### config.mk
export PLATFORM = sky130hd
export DESIGN_NAME = sps_supervisor
export DESIGN_NICKNAME = d
export VERILOG_FILES = /design/src/inc/sps_pkg.sv /design/src/hw/sps_sync.sv /design/src/hw/sps_freq_limit.sv /design/src/hw/sps_supervisor.sv
export SDC_FILE = /design/constraint.sdc
export NUM_CORES = 1
export LEC_CHECK = 0
export BUFFER_PORTS_ARGS = -buffer_cell sky130_fd_sc_hd__buf_2
export CORE_MARGIN = 5
export CORE_UTILIZATION = 55
export DETAILED_ROUTE_END_ITERATION = 8
export GPL_ROUTABILITY_DRIVEN = 0
export PLACE_DENSITY_LB_ADDON = 0.25
export SLEW_MARGIN = 25
export SYNTH_ARGS = -nofsm -noshare
export SYNTH_HDL_FRONTEND = slang
export SYNTH_SLANG_ARGS = --single-unit
### constraint.sdc
create_clock -name CLK -period 2.23 [get_ports CLK]
set_input_delay 0.1115 -clock CLK [delete_from_list [all_inputs] [get_ports CLK]]
set_output_delay 0.1115 -clock CLK [all_outputs]
set_load 0.05 [all_outputs]
### src/inc/sps_pkg.sv
// Constants for the supply supervisor and power mode block.
// Assumes a 125 MHz system clock; comparator inputs are raw digital levels.
package sps_pkg;
  localparam int    CLK_MHZ          = 125;
  localparam real   STARTUP_TIME_MS  = 3.3;
  localparam int    STARTUP_CYCLES   = int'(STARTUP_TIME_MS * 1000.0 * CLK_MHZ);
  localparam int    STARTUP_W        = 20;

  // Brownout levels from nonvolatile options
  localparam int    BOR_LEVELS       = 5;
  localparam int    BOR_SEL_W        = 3;
  localparam logic [BOR_SEL_W-1:0] BOR_SEL_MAX = 3'h4;

  // Supply monitor levels
  localparam int    PVL_LEVELS       = 7;
  localparam int    PVL_SEL_W        = 3;
  localparam logic [PVL_SEL_W-1:0] PVL_SEL_MAX = 3'h6;

  // Frequency limits in kHz per voltage range
  localparam int    FREQ_W           = 16;
  localparam logic [FREQ_W-1:0] R1_MAX_KHZ = 16'h7D00; // 32000
  localparam logic [FREQ_W-1:0] R1_WS_KHZ  = 16'h3E80; // 16000
  localparam logic [FREQ_W-1:0] R2_MAX_KHZ = 16'h3E80; // 16000
  localparam logic [FREQ_W-1:0] R2_WS_KHZ  = 16'h1F40; // 8000
  localparam logic [FREQ_W-1:0] R3_MAX_KHZ = 16'h1068; // 4200
  localparam logic [FREQ_W-1:0] R3_WS_KHZ  = 16'h0834; // 2100

  typedef enum logic [1:0] {
    SPS_RANGE1 = 2'h1,
    SPS_RANGE2 = 2'h2,
    SPS_RANGE3 = 2'h3
  } sps_range_e;

  typedef enum logic [2:0] {
    SPS_RUN      = 3'h0,
    SPS_LP_RUN   = 3'h1,
    SPS_SLEEP    = 3'h2,
    SPS_LP_SLEEP = 3'h3,
    SPS_STOP     = 3'h4,
    SPS_STANDBY  = 3'h5
  } sps_pmode_e;

  typedef enum logic [1:0] {
    SPS_REG_MAIN = 2'h0,
    SPS_REG_LOWP = 2'h1,
    SPS_REG_OFF  = 2'h2
  } sps_regmode_e;

  typedef enum logic [1:0] {
    SPS_BOOT_FLASH  = 2'h0,
    SPS_BOOT_SYSMEM = 2'h1,
    SPS_BOOT_RAM    = 2'h3
  } sps_boot_e;

  typedef enum logic [1:0] {
    SPS_ST_HELD  = 2'h0,
    SPS_ST_WAIT  = 2'h1,
    SPS_ST_READY = 2'h2
  } sps_rst_e;
endpackage : sps_pkg

### src/hw/sps_sync.sv
// Two-flop level synchroniser.
// Input may be asynchronous; output is a clean level in the CLK domain.
`timescale 1ns/1ns
module sps_sync
  import sps_pkg::*;
(
  input  wire logic CLK,
  input  wire logic SRST,
  input  wire logic CE,
  input  wire logic d,
  output logic      q
);
  logic meta_reg;
  logic meta_next;
  logic q_reg;
  logic q_next;

  always_comb begin
    meta_next = meta_reg;
    q_next    = q_reg;
    if (SRST) begin
      meta_next = 1'b0;
      q_next    = 1'b0;
    end else if (CE) begin
      meta_next = d;
      q_next    = meta_reg;
    end
  end

  always_ff @(posedge CLK) begin
    meta_reg <= meta_next;
    q_reg    <= q_next;
  end

  assign q = q_reg;
endmodule : sps_sync

### src/hw/sps_freq_limit.sv
// Core clock limit and flash wait state per voltage range.
// Frequency request arrives in kHz from the clock controller.
`timescale 1ns/1ns
module sps_freq_limit
  import sps_pkg::*;
(
  input  wire logic [1:0]        range_sel,
  input  wire logic [FREQ_W-1:0] freq_khz,
  output logic                   freq_ok,
  output logic                   wait_state
);
  logic [FREQ_W-1:0] max_khz;
  logic [FREQ_W-1:0] ws_khz;

  always_comb begin
    case (range_sel)
      SPS_RANGE1: begin
        max_khz = R1_MAX_KHZ;
        ws_khz  = R1_WS_KHZ;
      end
      SPS_RANGE2: begin
        max_khz = R2_MAX_KHZ;
        ws_khz  = R2_WS_KHZ;
      end
      SPS_RANGE3: begin
        max_khz = R3_MAX_KHZ;
        ws_khz  = R3_WS_KHZ;
      end
      default: begin
        max_khz = R3_MAX_KHZ;
        ws_khz  = R3_WS_KHZ;
      end
    endcase
    freq_ok    = (freq_khz <= max_khz);
    wait_state = (freq_khz > ws_khz);
  end
endmodule : sps_freq_limit

### src/hw/sps_supervisor.sv
// Supply supervisor: reset hold, brownout, supply monitor, regulator modes.
// Assumes analog comparators deliver levels; boot pins and options are static at start.
// Summary of operation
// - Reset is held while the supply is under the power-on or brownout threshold.
// - Brownout level is one of five, taken from the nonvolatile option input only.
// - The supply monitor compares against one of seven software-chosen levels.
// - Monitor interrupts can fire on falling, rising or both crossings.
// - The supply monitor stays idle until software enables it.
// - When selected, the internal reference is switched off during Stop.
// - Main regulation in Run and Sleep, low-power regulation in low-power run, low-power sleep and Stop.
// - In Standby the regulator is off and only standby circuitry is retained.
// - Reset is released about 3.3 ms after the supply becomes good.
// - Boot pins are sampled at startup to pick flash, system memory or RAM.
// - Range 2 limits the core clock to 16 MHz with one wait state above 8 MHz.
// - Range 3 limits the core clock to 4.2 MHz with one wait state above 2.1 MHz.
// - Range 1 limits the core clock to 32 MHz with one wait state above 16 MHz.
`timescale 1ns/1ns
module sps_supervisor
  import sps_pkg::*;
#(
  parameter int STARTUP_CNT = STARTUP_CYCLES
)
(
  input  wire logic                 CLK,
  input  wire logic                 SRST,
  input  wire logic                 CE,
  input  wire logic                 POWER_ON_ABOVE,
  input  wire logic [BOR_LEVELS-1:0] BROWNOUT_ABOVE,
  input  wire logic [BOR_SEL_W-1:0] BOR_OPTION,
  input  wire logic                 BOR_OPTION_EN,
  input  wire logic [PVL_LEVELS-1:0] MONITOR_ABOVE,
  input  wire logic                 MONITOR_EN,
  input  wire logic [PVL_SEL_W-1:0] MONITOR_LEVEL_SEL,
  input  wire logic                 MONITOR_RISE_EN,
  input  wire logic                 MONITOR_FALL_EN,
  input  wire logic                 MONITOR_FLAG_CLR,
  input  wire logic                 REF_OFF_IN_STOP,
  input  wire logic [2:0]           POWER_MODE,
  input  wire logic [1:0]           BOOT_PINS,
  input  wire logic [1:0]           RANGE_SEL,
  input  wire logic [FREQ_W-1:0]    FREQ_KHZ,
  output logic                      CHIP_RESET,
  output logic                      MONITOR_OUT,
  output logic                      MONITOR_RISE_FLAG,
  output logic                      MONITOR_FALL_FLAG,
  output logic                      MONITOR_IRQ,
  output logic                      REF_ENABLE,
  output logic [1:0]                REGULATOR_MODE,
  output logic                      CORE_RETAIN,
  output logic [1:0]                BOOT_SOURCE,
  output logic                      BOOT_VALID,
  output logic                      FREQ_OK,
  output logic                      FLASH_WAIT
);
  // Synchronised comparator levels
  logic                  por_s;
  logic [BOR_LEVELS-1:0] bor_s;
  logic [PVL_LEVELS-1:0] pvl_s;

  sps_sync u_por (
    .CLK  (CLK),
    .SRST (SRST),
    .CE   (CE),
    .d    (POWER_ON_ABOVE),
    .q    (por_s)
  );

  genvar gi;
  generate
    for (gi = 0; gi < BOR_LEVELS; gi++) begin : g_bor
      sps_sync u_s (
        .CLK  (CLK),
        .SRST (SRST),
        .CE   (CE),
        .d    (BROWNOUT_ABOVE[gi]),
        .q    (bor_s[gi])
      );
    end
    for (gi = 0; gi < PVL_LEVELS; gi++) begin : g_pvl
      sps_sync u_s (
        .CLK  (CLK),
        .SRST (SRST),
        .CE   (CE),
        .d    (MONITOR_ABOVE[gi]),
        .q    (pvl_s[gi])
      );
    end
  endgenerate

  // Supply good: power-on comparator and selected brownout comparator
  logic [BOR_SEL_W-1:0] bor_sel;
  logic                 supply_good;
  always_comb begin
    bor_sel     = (BOR_OPTION > BOR_SEL_MAX) ? BOR_SEL_MAX : BOR_OPTION;
    supply_good = por_s && (!BOR_OPTION_EN || bor_s[bor_sel]);
  end

  // Reset sequencer
  sps_rst_e             st_reg;
  sps_rst_e             st_next;
  logic [STARTUP_W-1:0] cnt_reg;
  logic [STARTUP_W-1:0] cnt_next;
  logic                 rst_reg;
  logic                 rst_next;
  logic [1:0]           boot_reg;
  logic [1:0]           boot_next;
  logic                 bvalid_reg;
  logic                 bvalid_next;

  always_comb begin
    st_next     = st_reg;
    cnt_next    = cnt_reg;
    rst_next    = rst_reg;
    boot_next   = boot_reg;
    bvalid_next = bvalid_reg;
    if (SRST) begin
      st_next     = SPS_ST_HELD;
      cnt_next    = '0;
      rst_next    = 1'b1;
      boot_next   = SPS_BOOT_FLASH;
      bvalid_next = 1'b0;
    end else if (CE) begin
      case (st_reg)
        SPS_ST_HELD: begin
          rst_next    = 1'b1;
          bvalid_next = 1'b0;
          cnt_next    = '0;
          if (supply_good) begin
            st_next = SPS_ST_WAIT;
          end
        end
        SPS_ST_WAIT: begin
          if (!supply_good) begin
            st_next = SPS_ST_HELD;
          end else if (cnt_reg >= STARTUP_W'(STARTUP_CNT - 1)) begin
            st_next     = SPS_ST_READY;
            rst_next    = 1'b0;
            boot_next   = BOOT_PINS[0] ? (BOOT_PINS[1] ? SPS_BOOT_RAM : SPS_BOOT_SYSMEM)
                                       : SPS_BOOT_FLASH;
            bvalid_next = 1'b1;
          end else begin
            cnt_next = cnt_reg + 1'b1;
          end
        end
        SPS_ST_READY: begin
          if (!supply_good) begin
            st_next     = SPS_ST_HELD;
            rst_next    = 1'b1;
            bvalid_next = 1'b0;
          end
        end
        default: begin
          st_next  = SPS_ST_HELD;
          rst_next = 1'b1;
        end
      endcase
    end
  end

  always_ff @(posedge CLK) begin
    st_reg     <= st_next;
    cnt_reg    <= cnt_next;
    rst_reg    <= rst_next;
    boot_reg   <= boot_next;
    bvalid_reg <= bvalid_next;
  end

  // Supply monitor with crossing flags
  logic [PVL_SEL_W-1:0] pvl_sel;
  logic                 pvl_lvl;
  logic                 mon_reg;
  logic                 mon_next;
  logic                 armed_reg;
  logic                 armed_next;
  logic                 rise_reg;
  logic                 rise_next;
  logic                 fall_reg;
  logic                 fall_next;
  logic                 irq_reg;
  logic                 irq_next;

  always_comb begin
    pvl_sel    = (MONITOR_LEVEL_SEL > PVL_SEL_MAX) ? PVL_SEL_MAX : MONITOR_LEVEL_SEL;
    pvl_lvl    = pvl_s[pvl_sel];
    mon_next   = mon_reg;
    armed_next = armed_reg;
    rise_next  = rise_reg;
    fall_next  = fall_reg;
    irq_next   = irq_reg;
    if (SRST) begin
      mon_next   = 1'b0;
      armed_next = 1'b0;
      rise_next  = 1'b0;
      fall_next  = 1'b0;
      irq_next   = 1'b0;
    end else if (CE) begin
      if (!MONITOR_EN || rst_reg) begin
        armed_next = 1'b0;
        mon_next   = 1'b0;
      end else begin
        armed_next = 1'b1;
        mon_next   = pvl_lvl;
      end
      if (MONITOR_FLAG_CLR) begin
        rise_next = 1'b0;
        fall_next = 1'b0;
      end
      // Set wins over clear
      if (armed_reg && MONITOR_EN && !rst_reg && pvl_lvl && !mon_reg) begin
        rise_next = 1'b1;
      end
      if (armed_reg && MONITOR_EN && !rst_reg && !pvl_lvl && mon_reg) begin
        fall_next = 1'b1;
      end
      irq_next = (rise_next && MONITOR_RISE_EN) || (fall_next && MONITOR_FALL_EN);
    end
  end

  always_ff @(posedge CLK) begin
    mon_reg   <= mon_next;
    armed_reg <= armed_next;
    rise_reg  <= rise_next;
    fall_reg  <= fall_next;
    irq_reg   <= irq_next;
  end

  // Regulator, reference and frequency limits
  logic                 fok_c;
  logic                 ws_c;
  logic [1:0]           reg_reg;
  logic [1:0]           reg_next;
  logic                 ref_reg;
  logic                 ref_next;
  logic                 ret_reg;
  logic                 ret_next;
  logic                 fok_reg;
  logic                 fok_next;
  logic                 ws_reg;
  logic                 ws_next;

  sps_freq_limit u_freq (
    .range_sel  (RANGE_SEL),
    .freq_khz   (FREQ_KHZ),
    .freq_ok    (fok_c),
    .wait_state (ws_c)
  );

  always_comb begin
    reg_next = reg_reg;
    ref_next = ref_reg;
    ret_next = ret_reg;
    fok_next = fok_reg;
    ws_next  = ws_reg;
    if (SRST) begin
      reg_next = SPS_REG_MAIN;
      ref_next = 1'b1;
      ret_next = 1'b1;
      fok_next = 1'b0;
      ws_next  = 1'b1;
    end else if (CE) begin
      ret_next = 1'b1;
      ref_next = 1'b1;
      case (POWER_MODE)
        SPS_RUN, SPS_SLEEP: reg_next = SPS_REG_MAIN;
        SPS_LP_RUN, SPS_LP_SLEEP: reg_next = SPS_REG_LOWP;
        SPS_STOP: begin
          reg_next = SPS_REG_LOWP;
          ref_next = !REF_OFF_IN_STOP;
        end
        SPS_STANDBY: begin
          reg_next = SPS_REG_OFF;
          ret_next = 1'b0;
          ref_next = 1'b0;
        end
        default: reg_next = SPS_REG_MAIN;
      endcase
      fok_next = fok_c;
      ws_next  = ws_c;
    end
  end

  always_ff @(posedge CLK) begin
    reg_reg <= reg_next;
    ref_reg <= ref_next;
    ret_reg <= ret_next;
    fok_reg <= fok_next;
    ws_reg  <= ws_next;
  end

  assign CHIP_RESET        = rst_reg;
  assign MONITOR_OUT       = mon_reg;
  assign MONITOR_RISE_FLAG = rise_reg;
  assign MONITOR_FALL_FLAG = fall_reg;
  assign MONITOR_IRQ       = irq_reg;
  assign REF_ENABLE        = ref_reg;
  assign REGULATOR_MODE    = reg_reg;
  assign CORE_RETAIN       = ret_reg;
  assign BOOT_SOURCE       = boot_reg;
  assign BOOT_VALID        = bvalid_reg;
  assign FREQ_OK           = fok_reg;
  assign FLASH_WAIT        = ws_reg;
endmodule : sps_supervisor

# [After elaboration in Yosys (flattened, before gate mapping)]
# Index checks and enable logic that the tools add are counted.
[totals] register_bits=63 input_bits=51 out_inout_bits=14
[classes] add_sub_neg=1 order_cmp=7 n_eq_ne=14 muxes=39 n_reduce_logical=27
[op_table] op="two-way mux 20 bit" count=2
[op_table] op="one-hot mux 20 bit (2 select lines)" count=1
[op_table] op="one-hot mux 15 bit (2 select lines)" count=1
[op_table] op="one-hot mux 14 bit (2 select lines)" count=1
[op_table] op="adder 20 x 1 -> 20 bit (second input constant)" count=1
[op_table] op=">= comparator 20 x 19 -> 1 bit (second input constant)" count=1
[op_table] op="two-way mux 1 bit" count=19
[op_table] op="> comparator 16 x 14 -> 1 bit" count=1
[op_table] op="<= comparator 16 x 15 -> 1 bit" count=1
[op_table] op="AND reduction 4 bit" count=4
[op_table] op="two-way mux 2 bit" count=6
[op_table] op="!= test 2 bit (second input constant)" count=5
[op_table] op="logical AND 1 bit" count=9
[op_table] op="< comparator 3 x 4 -> 1 bit (second input constant)" count=2
[op_table] op="binary-select mux 1 bit (select 3 bit)" count=2
[op_table] op="== test 3 bit (second input constant)" count=2
[op_table] op="> comparator 3 bit (second input constant)" count=2
[op_table] op="logical NOT 1 bit" count=6
[op_table] op="two-way mux 3 bit" count=2
[op_table] op="one-hot mux 2 bit (3 select lines)" count=1
[op_table] op="AND reduction 5 bit" count=1
[op_table] op="== test 2 x 1 -> 1 bit (second input constant)" count=2
[op_table] op="== test 2 bit (second input constant)" count=2
[op_table] op="one-hot mux 1 bit (2 select lines)" count=2
[op_table] op="10 further kinds" count=12

# [Logic depth before layout (Yosys ltp)]
# Gate-level depths: netlist of the first run.
[logic_depth] word_depth=12 depth_mapped=10

# [Modules after synthesis]
# A second synthesis of the first run with hierarchy kept.
[hier_totals] cells_unflattened=384 hier_area_um2=3352.0
[by_module_without_submodules] mod="sps_supervisor" n_inst=1 cells_each=234 area_per_inst_um2=1914.3 seq_area_each_um2=740.7
[by_module_without_submodules] mod="sps_sync" n_inst=13 cells_each=6 area_per_inst_um2=67.6 seq_area_each_um2=40.0
[by_module_without_submodules] mod="sps_freq_limit" n_inst=1 cells_each=72 area_per_inst_um2=559.3 seq_area_each_um2=0.0

# [Worst setup path after synthesis of the first run]
# Ideal clock, no wire load.
[synth_timing] path_type="reg2reg" start="register cnt_reg[0]" end="register cnt_reg[8]" setup_ps=116 arrival_time_ps=1925 path_slack_ps=190 stages_incl_launch_ff=9 path_buffers=1 synth_period_minus_slack_ps=2040 path_cell_list="dfxtp_1 > ha_1 > nor3_1 > o311ai_1 > a2111oi_4 > o211ai_2 > buf_2 > nor3_1 > a31o_1"
[synth_between] elab_chain_len=4 word_cells_on_any_way=7 cone_classes="add/sub: 1; order compare: 1; eq/ne: 1; mux: 3; reduce/logical: 1"
[synth_lines] item="start: declaration" line="sps_supervisor.sv:101" text="logic [STARTUP_W-1:0] cnt_reg;"
[synth_lines] item="start signal: assignment" line="sps_supervisor.sv:162" text="cnt_reg <= cnt_next;"
[synth_lines] item="adder 20 x 1 -> 20 bit" line="sps_supervisor.sv:142" text="cnt_next = cnt_reg + 1'b1;"
[synth_lines] item="two-way mux 20 bit" line="sps_supervisor.sv:135" text="end else if (cnt_reg >= STARTUP_W'(STARTUP_CNT - 1)) begin"
[synth_lines] item="two-way mux 20 bit" line="sps_supervisor.sv:133" text="if (!supply_good) begin"
[synth_lines] item="one-hot mux 20 bit (2 select lines)" line="sps_supervisor.sv:123" text="case (st_reg)"
# Parallel ways exist; a longest one is shown, timed or not. The select of a mux whose other input is x is not followed.
# A chain may end at the register's enable or synchronous reset.

# [Worst setup path in the final report of the first run]
[layout_timing] start="register cnt_reg[10]" end="register cnt_reg[15]"
# The elaborated chain is that of the path after synthesis.

==> impl_metrics.toml, run 1 <==
[global_routing]
globalRouteTotalUtil_pct = 23.0
grt_overflow_total = 0
grt_max_degree = 44
grt_pass1_wl_um = 14200
grt_pass1_vias = 3244
antenna_found_initial = 0

[cells_and_area]
nets = 557
seqCellArea_um2 = 1270
multi_input_area_um2 = 2010
drive_above_1_share_pct = 25.1
largest_reg_flops = 20
syn_to_final_growth_pct = 27.8
utilization_pct = 72.5
antennaDiodeCount = 0
fill_cells = 482

[floorplan]
ios = 65
rows = 28
placeableCoreArea_um2 = 5920
start_util_pct = 56.7
die_h_um = 88.2
die-area_um2 = 7770
die_w_um = 88.2

[worst_hold_path]
min_from = "POWER_ON_ABOVE"
hold_path_class = "in2reg"

[route]
vias = 3224
drc_errors = 0
wl_per_cell_um = 14.9
ant_nets = 0
routed_wl_um = 8440
via_per_inst = 5.71
dr.first_iter.drc_count = 112
firstDrtPassIters = 7

[worst_setup_path]
critical_path.startpoint = "cnt_reg[10]$_SDFFE_PP0P_"
crit_fanout = 5
critPathRequiredTime_ps = 2430
crit_type = "reg2reg"
critPathArrivalTime_ps = 2320
reg2reg_from = "cnt_reg[10]$_SDFFE_PP0P_"
worstSetupStartpointType = "flip-flop"
endpoint_kind = "flip-flop"

[timing]
max_freq_mhz = 472
final-setup-viol-count = 0
worstMarginPinSlew_ps = 674
slew_headroom_pct = 55.1
finalCriticalPeriod_ps = 2120
min_period_over_period_pct = 95.0
hold_viol = 0
worst_slack_ps = 111
final_max_slew_viol_count = 0
fin_skew_ps = 8.04

[pwr]
powerDensity_nw_per_um2 = 603
leakagePower_nw = 1.83
irDropWorstVdd_mv = 0.663

[yosys]
syn_avg_cell_area_um2 = 8.59
yosysSeqAreaShare_pct = 37.5
synthDistinctLibCells = 52
synth_ff_type = "dfxtp_1"
syn-cell-area_um2 = 3360
syn_inst = 391
ys_seq_elements = 63
syn_nets = 463
synth_edf_count = 0
ys.warnings.count = 0
ys_async_sr_fraction_pct = 0

[run]
maxCapViolCount = 0

[clock_tree]
cts_tree = "yes"
cts_num_sinks = 63
cts-root-buf = "clkbuf_8"
cts_buffer_depth = 2
path_clk_slew_ps = 80
cts_buffers = 9
insertion_delay_ps = 340
cts_htree_levels = 3

[place]
dpl_worst_slack_ps = -3.78
numPortBuffers = 64
dp_hpwl_um = 6120

[run_status]
status = "finished clean"
==> logic make-up after synthesis <==
group	synth area share, %
compound gates	19.8
mux	10.3
fa+ha+maj	7.82
simple gates	20.1
buf+inv	4.43
flops	37.5
==> power by group <==
group / total (W) / leakage (nW) / switching (W) / internal (W)
Combinational: 0.000334 / 1.21 / 0.000183 / 0.000150
Sequential: 0.00117 / 0.514 / 0.0000160 / 0.00115
Clock: 0.00109 / 0.105 / 0.000457 / 0.000630
==> path summary, 6_finish.rpt <==
check	to	slack, ps	cells after the start
worst max register to register	cnt_reg[15]$_SDFFE_PP0P_	110	7
worst max-delay path	cnt_reg[15]$_SDFFE_PP0P_	110	7
worst min-delay path	u_por.meta_reg$_SDFFE_PP0P_	20	3
worst min register to register	REGULATOR_MODE[1]$_SDFFE_PP0P_	480	2
==> cell usage after synthesis (2+ instances only) <==
cell type	count	area share, %
a211oi_1	3	0.67
mux4_2	2	1.3
ha_1	21	7.8
nand4b_1	2	0.52
nor3b_1	3	0.67
dfxtp_1	63	38
buf_2	2	0.30
a22oi_1	5	1.1
o31ai_1	4	0.89
nor2_1	52	5.8
nand3_1	22	3.3
o21a_1	2	0.45
nor3_1	11	1.6
nand2_1	23	2.6
and2_1	3	0.56
o211ai_1	6	1.3
o21ai_1	6	0.89
nor4_1	4	0.74
o21ai_0	11	1.6
a31o_1	5	1.3
or3_1	2	0.37
o22ai_1	9	1.7
a31oi_1	5	0.93
nor2b_1	3	0.56
inv_1	21	2.3
mux2i_1	30	8.9
clkbuf_1	14	1.6
nand4_1	4	0.74
a21o_1	6	1.3
nand2b_1	7	1.3
and3_1	5	0.93
a21oi_1	15	2.2
==> routing by layer <==
metal	part of all wire (%)	GRT usage (%)	vias to the layer above
li1	-	-	1627
met1	42	26.3	1505
met2	52	39.4	76
met3	4.7	7.43	16
met4	1.6	9.75	0
met5	0	0	-
==> worst max-delay path, stage by stage, from the launching register on <==
cell and delay, ps:
dfxtp_4 370, a211oi_4 330, a21boi_2 120, a2111oi_4 380, buf_4 190, o21ai_1 70
o41ai_1 380, a221oi_1 140
==> placed cells by master, fill, tap and decap left out, drive strengths merged, types with 3 or more instances in the layout <==
cell type / synthesis / layout
o22ai: 9 / 9
a22oi: 5 / 5
nor4: 4 / 4
nor2b: 3 / 3
nor2: 52 / 52
ha: 21 / 21
a211oi: 4 / 4
nand3: 22 / 22
nor3: 11 / 11
dfxtp: 63 / 63
nand2: 23 / 23
o21ai: 17 / 17
and2: 3 / 3
a21o: 6 / 6
nor3b: 3 / 3
a21oi: 15 / 15
clkinv: 1 / 4
nand2b: 7 / 7
clkbuf: 14 / 9
mux2i: 30 / 30
buf: 3 / 93
o31ai: 4 / 4
nand4: 4 / 4
dlygate4sd3: 0 / 7
inv: 21 / 21
a31oi: 5 / 5
a31o: 5 / 5
o211ai: 7 / 7
and3: 5 / 5
==> area by class of cell <==
class	instances	area share [%]
clock inverter	7	2.27
sequential	63	29.6
tap	75	2.19
inverter	22	1.92
clock buffer	9	2.89
multi-input combinational	289	46.9
timing repair buffer	100	14.3
==> per-stage QoR <==
| step | TNS, ps | cell area (um2) | power, W | instances | hold WS [ps] |
|---|---|---|---|---|---|
| global placement | 0 | 3890 | 0.00150 | 538 | 346 |
| global route | -10.3 | 4290 | 0.00271 | 565 | 0.315 |
| finish | 0 | 4290 | 0.00259 | 565 | 15.7 |
| floorplan | 0 | 3360 | 0.00140 | 391 | 259 |
| CTS | 0 | 4210 | 0.00262 | 562 | 2.99 |
| detailed placement | -3.78 | 3890 | 0.00152 | 538 | 359 |
==> repair_timing <==
item / CTS / global route
hold buffers: 7 / 0
buffers inserted: 1 / 2
gates cloned: 0 / 1
pin swaps: 1 / 5
gates resized for setup: 2 / 15
hold endpoints to repair: 7 / 0
endpoints found under the setup margin: 1 / 17
No activity file was read; power rests on OpenSTA's default activity.
==> run 2, diff against run 1 <==
GPL_TIMING_DRIVEN = 0   (was default)
==> impl_metrics.toml, run 2 (synthesized netlist as in run 1, its figures left out) <==
[global_routing]
antenna_found_initial = 0
grt_max_degree = 12
globalRouteTotalUtil_pct = 23.0
grt_pass1_vias = 3125
grt_overflow_total = 0
grt_pass1_wl_um = 13900

[timing]
final_max_slew_viol_count = 0
hold_viol = 0
slew_headroom_pct = 43.0
min_period_over_period_pct = 97.5
fin_skew_ps = 5.13
max_freq_mhz = 460
whs_ps = 5.29
finalCriticalPeriod_ps = 2170
final-setup-viol-count = 0
worstMarginPinSlew_ps = 847

[run]
maxCapViolCount = 0

[route]
drt-met1-wl_um = 3570
ant_nets = 0
top_layer = "met4"
drc_errors = 0
vias = 3214
via_per_inst = 5.82
firstDrtPassIters = 5
wl_per_cell_um = 15.5
wl_met3_um = 470
routed_wl_um = 8530
wl_met2_um = 4220
dr.first_iter.drc_count = 189

[clock_tree]
cts_tree = "yes"
cts-root-buf = "clkbuf_8"
cts_buffer_depth = 2
cts_htree_levels = 3
cts_num_sinks = 63
insertion_delay_ps = 350
path_clk_slew_ps = 70
cts_buffers = 9

[cells_and_area]
finalInstanceArea_um2 = 4180
largest_reg_flops = 20
drive_above_1_share_pct = 20.3
utilization_pct = 70.6
syn_to_final_growth_pct = 24.4
final_cell_mix = "dfxtp_1, buf_2, nor2_1, mux2i_1, nand2_1"
antennaDiodeCount = 0
nets = 544

[pwr]
intPower_w = 0.00206
netSwitchingPower_w = 0.000651
irDropWorstVdd_mv = 0.595
powerDensity_nw_per_um2 = 650
leakagePower_nw = 1.73
clockPowerShare_pct = 44.8
seqPwrFrac_pct = 43.1
switching_share_pct = 24.0
pwr-share-comb_pct = 12.1
finalPower_w = 0.00271

[place]
dp_hpwl_um = 6290
numPortBuffers = 62
postPlaceCellArea_um2 = 3760

[floorplan]
die_h_um = 88.2
die_w_um = 88.2
die-area_um2 = 7770
placeableCoreArea_um2 = 5920
rows = 28
start_util_pct = 56.7
ios = 65

[worst_setup_path]
crit_fanout = 6
worstSetupStartpointType = "flip-flop"
critPathRequiredTime_ps = 2430
endpoint_kind = "flip-flop"
critPathArrivalTime_ps = 2380
crit_type = "reg2reg"

[run_status]
status = "finished clean"

[worst_hold_path]
hold_path_class = "in2reg"
run 2: final cells by class:
cell class                      instances  area, um2
Multi-Input combinational cell        289       2040
Fill cell                             489       1740
Sequential cell                        63       1260
Timing Repair Buffer                   70        384
Clock buffer                           10        138
Clock inverter                          6        108
Tap cell                               75       93.8
Inverter                               22       82.6
Buffer                                 17       75.1
run 2: worst max-delay path: stages, from the launching register on:
cell and delay (ps):
dfxtp_1 370, a211oi_4 340, o311ai_4 180, a2111oi_4 380, buf_6 180, o21ai_1 70
o41ai_1 370, a221oi_1 140
run 2: worst paths after layout:
path	to	slack, ps	start	depth (start not counted)
hold reg to reg	cnt_reg[18]$_SDFFE_PP0P_	460	cnt_reg[18]$_SDFFE_PP0P_	2
hold / removal	g_bor[2].u_s.meta_reg$_SDFFE_PP0P_	5	BROWNOUT_ABOVE[2]	3
setup / recovery	cnt_reg[15]$_SDFFE_PP0P_	60	cnt_reg[10]$_SDFFE_PP0P_	7
setup reg to reg	cnt_reg[15]$_SDFFE_PP0P_	60	cnt_reg[10]$_SDFFE_PP0P_	7
run 2: layer usage:
metal / global-route usage (%) / vias up
met5: 0 / -
met4: 10.3 / 0
met3: 7.24 / 26
met2: 39.3 / 94
met1: 26.4 / 1499
li1: - / 1595
run 2: what timing repair did:
| action | in CTS | in global routing |
|---|---|---|
| buffers inserted | 2 | 0 |
| pin swaps | 2 | 1 |
| setup endpoints to repair | 21 | 17 |
| hold endpoints to repair | 5 | 0 |
| resized for setup | 9 | 10 |
| hold buffers | 5 | 0 |
| gates cloned | 0 | 1 |
run 2: power groups by stage:
stage,Combinational [W],Sequential [W],Clock [W]
after floorplan,0.000186,0.00121,0
after global placement,0.000304,0.00119,0
after detailed placement,0.000317,0.00119,0
after CTS,0.000325,0.00117,0.00123
after global routing,0.000364,0.00117,0.00129
final,0.000328,0.00117,0.00122
run 2: metrics by stage:
stage / setup WS [ps] / instances / setup TNS [ps]
after floorplan: 190 / 391 / 0
after global placement: -255 / 528 / -2040
after detailed placement: -319 / 528 / -3220
after CTS: 28.3 / 551 / 0
after global routing: -16.1 / 552 / -23.9
final: 56.5 / 552 / 0
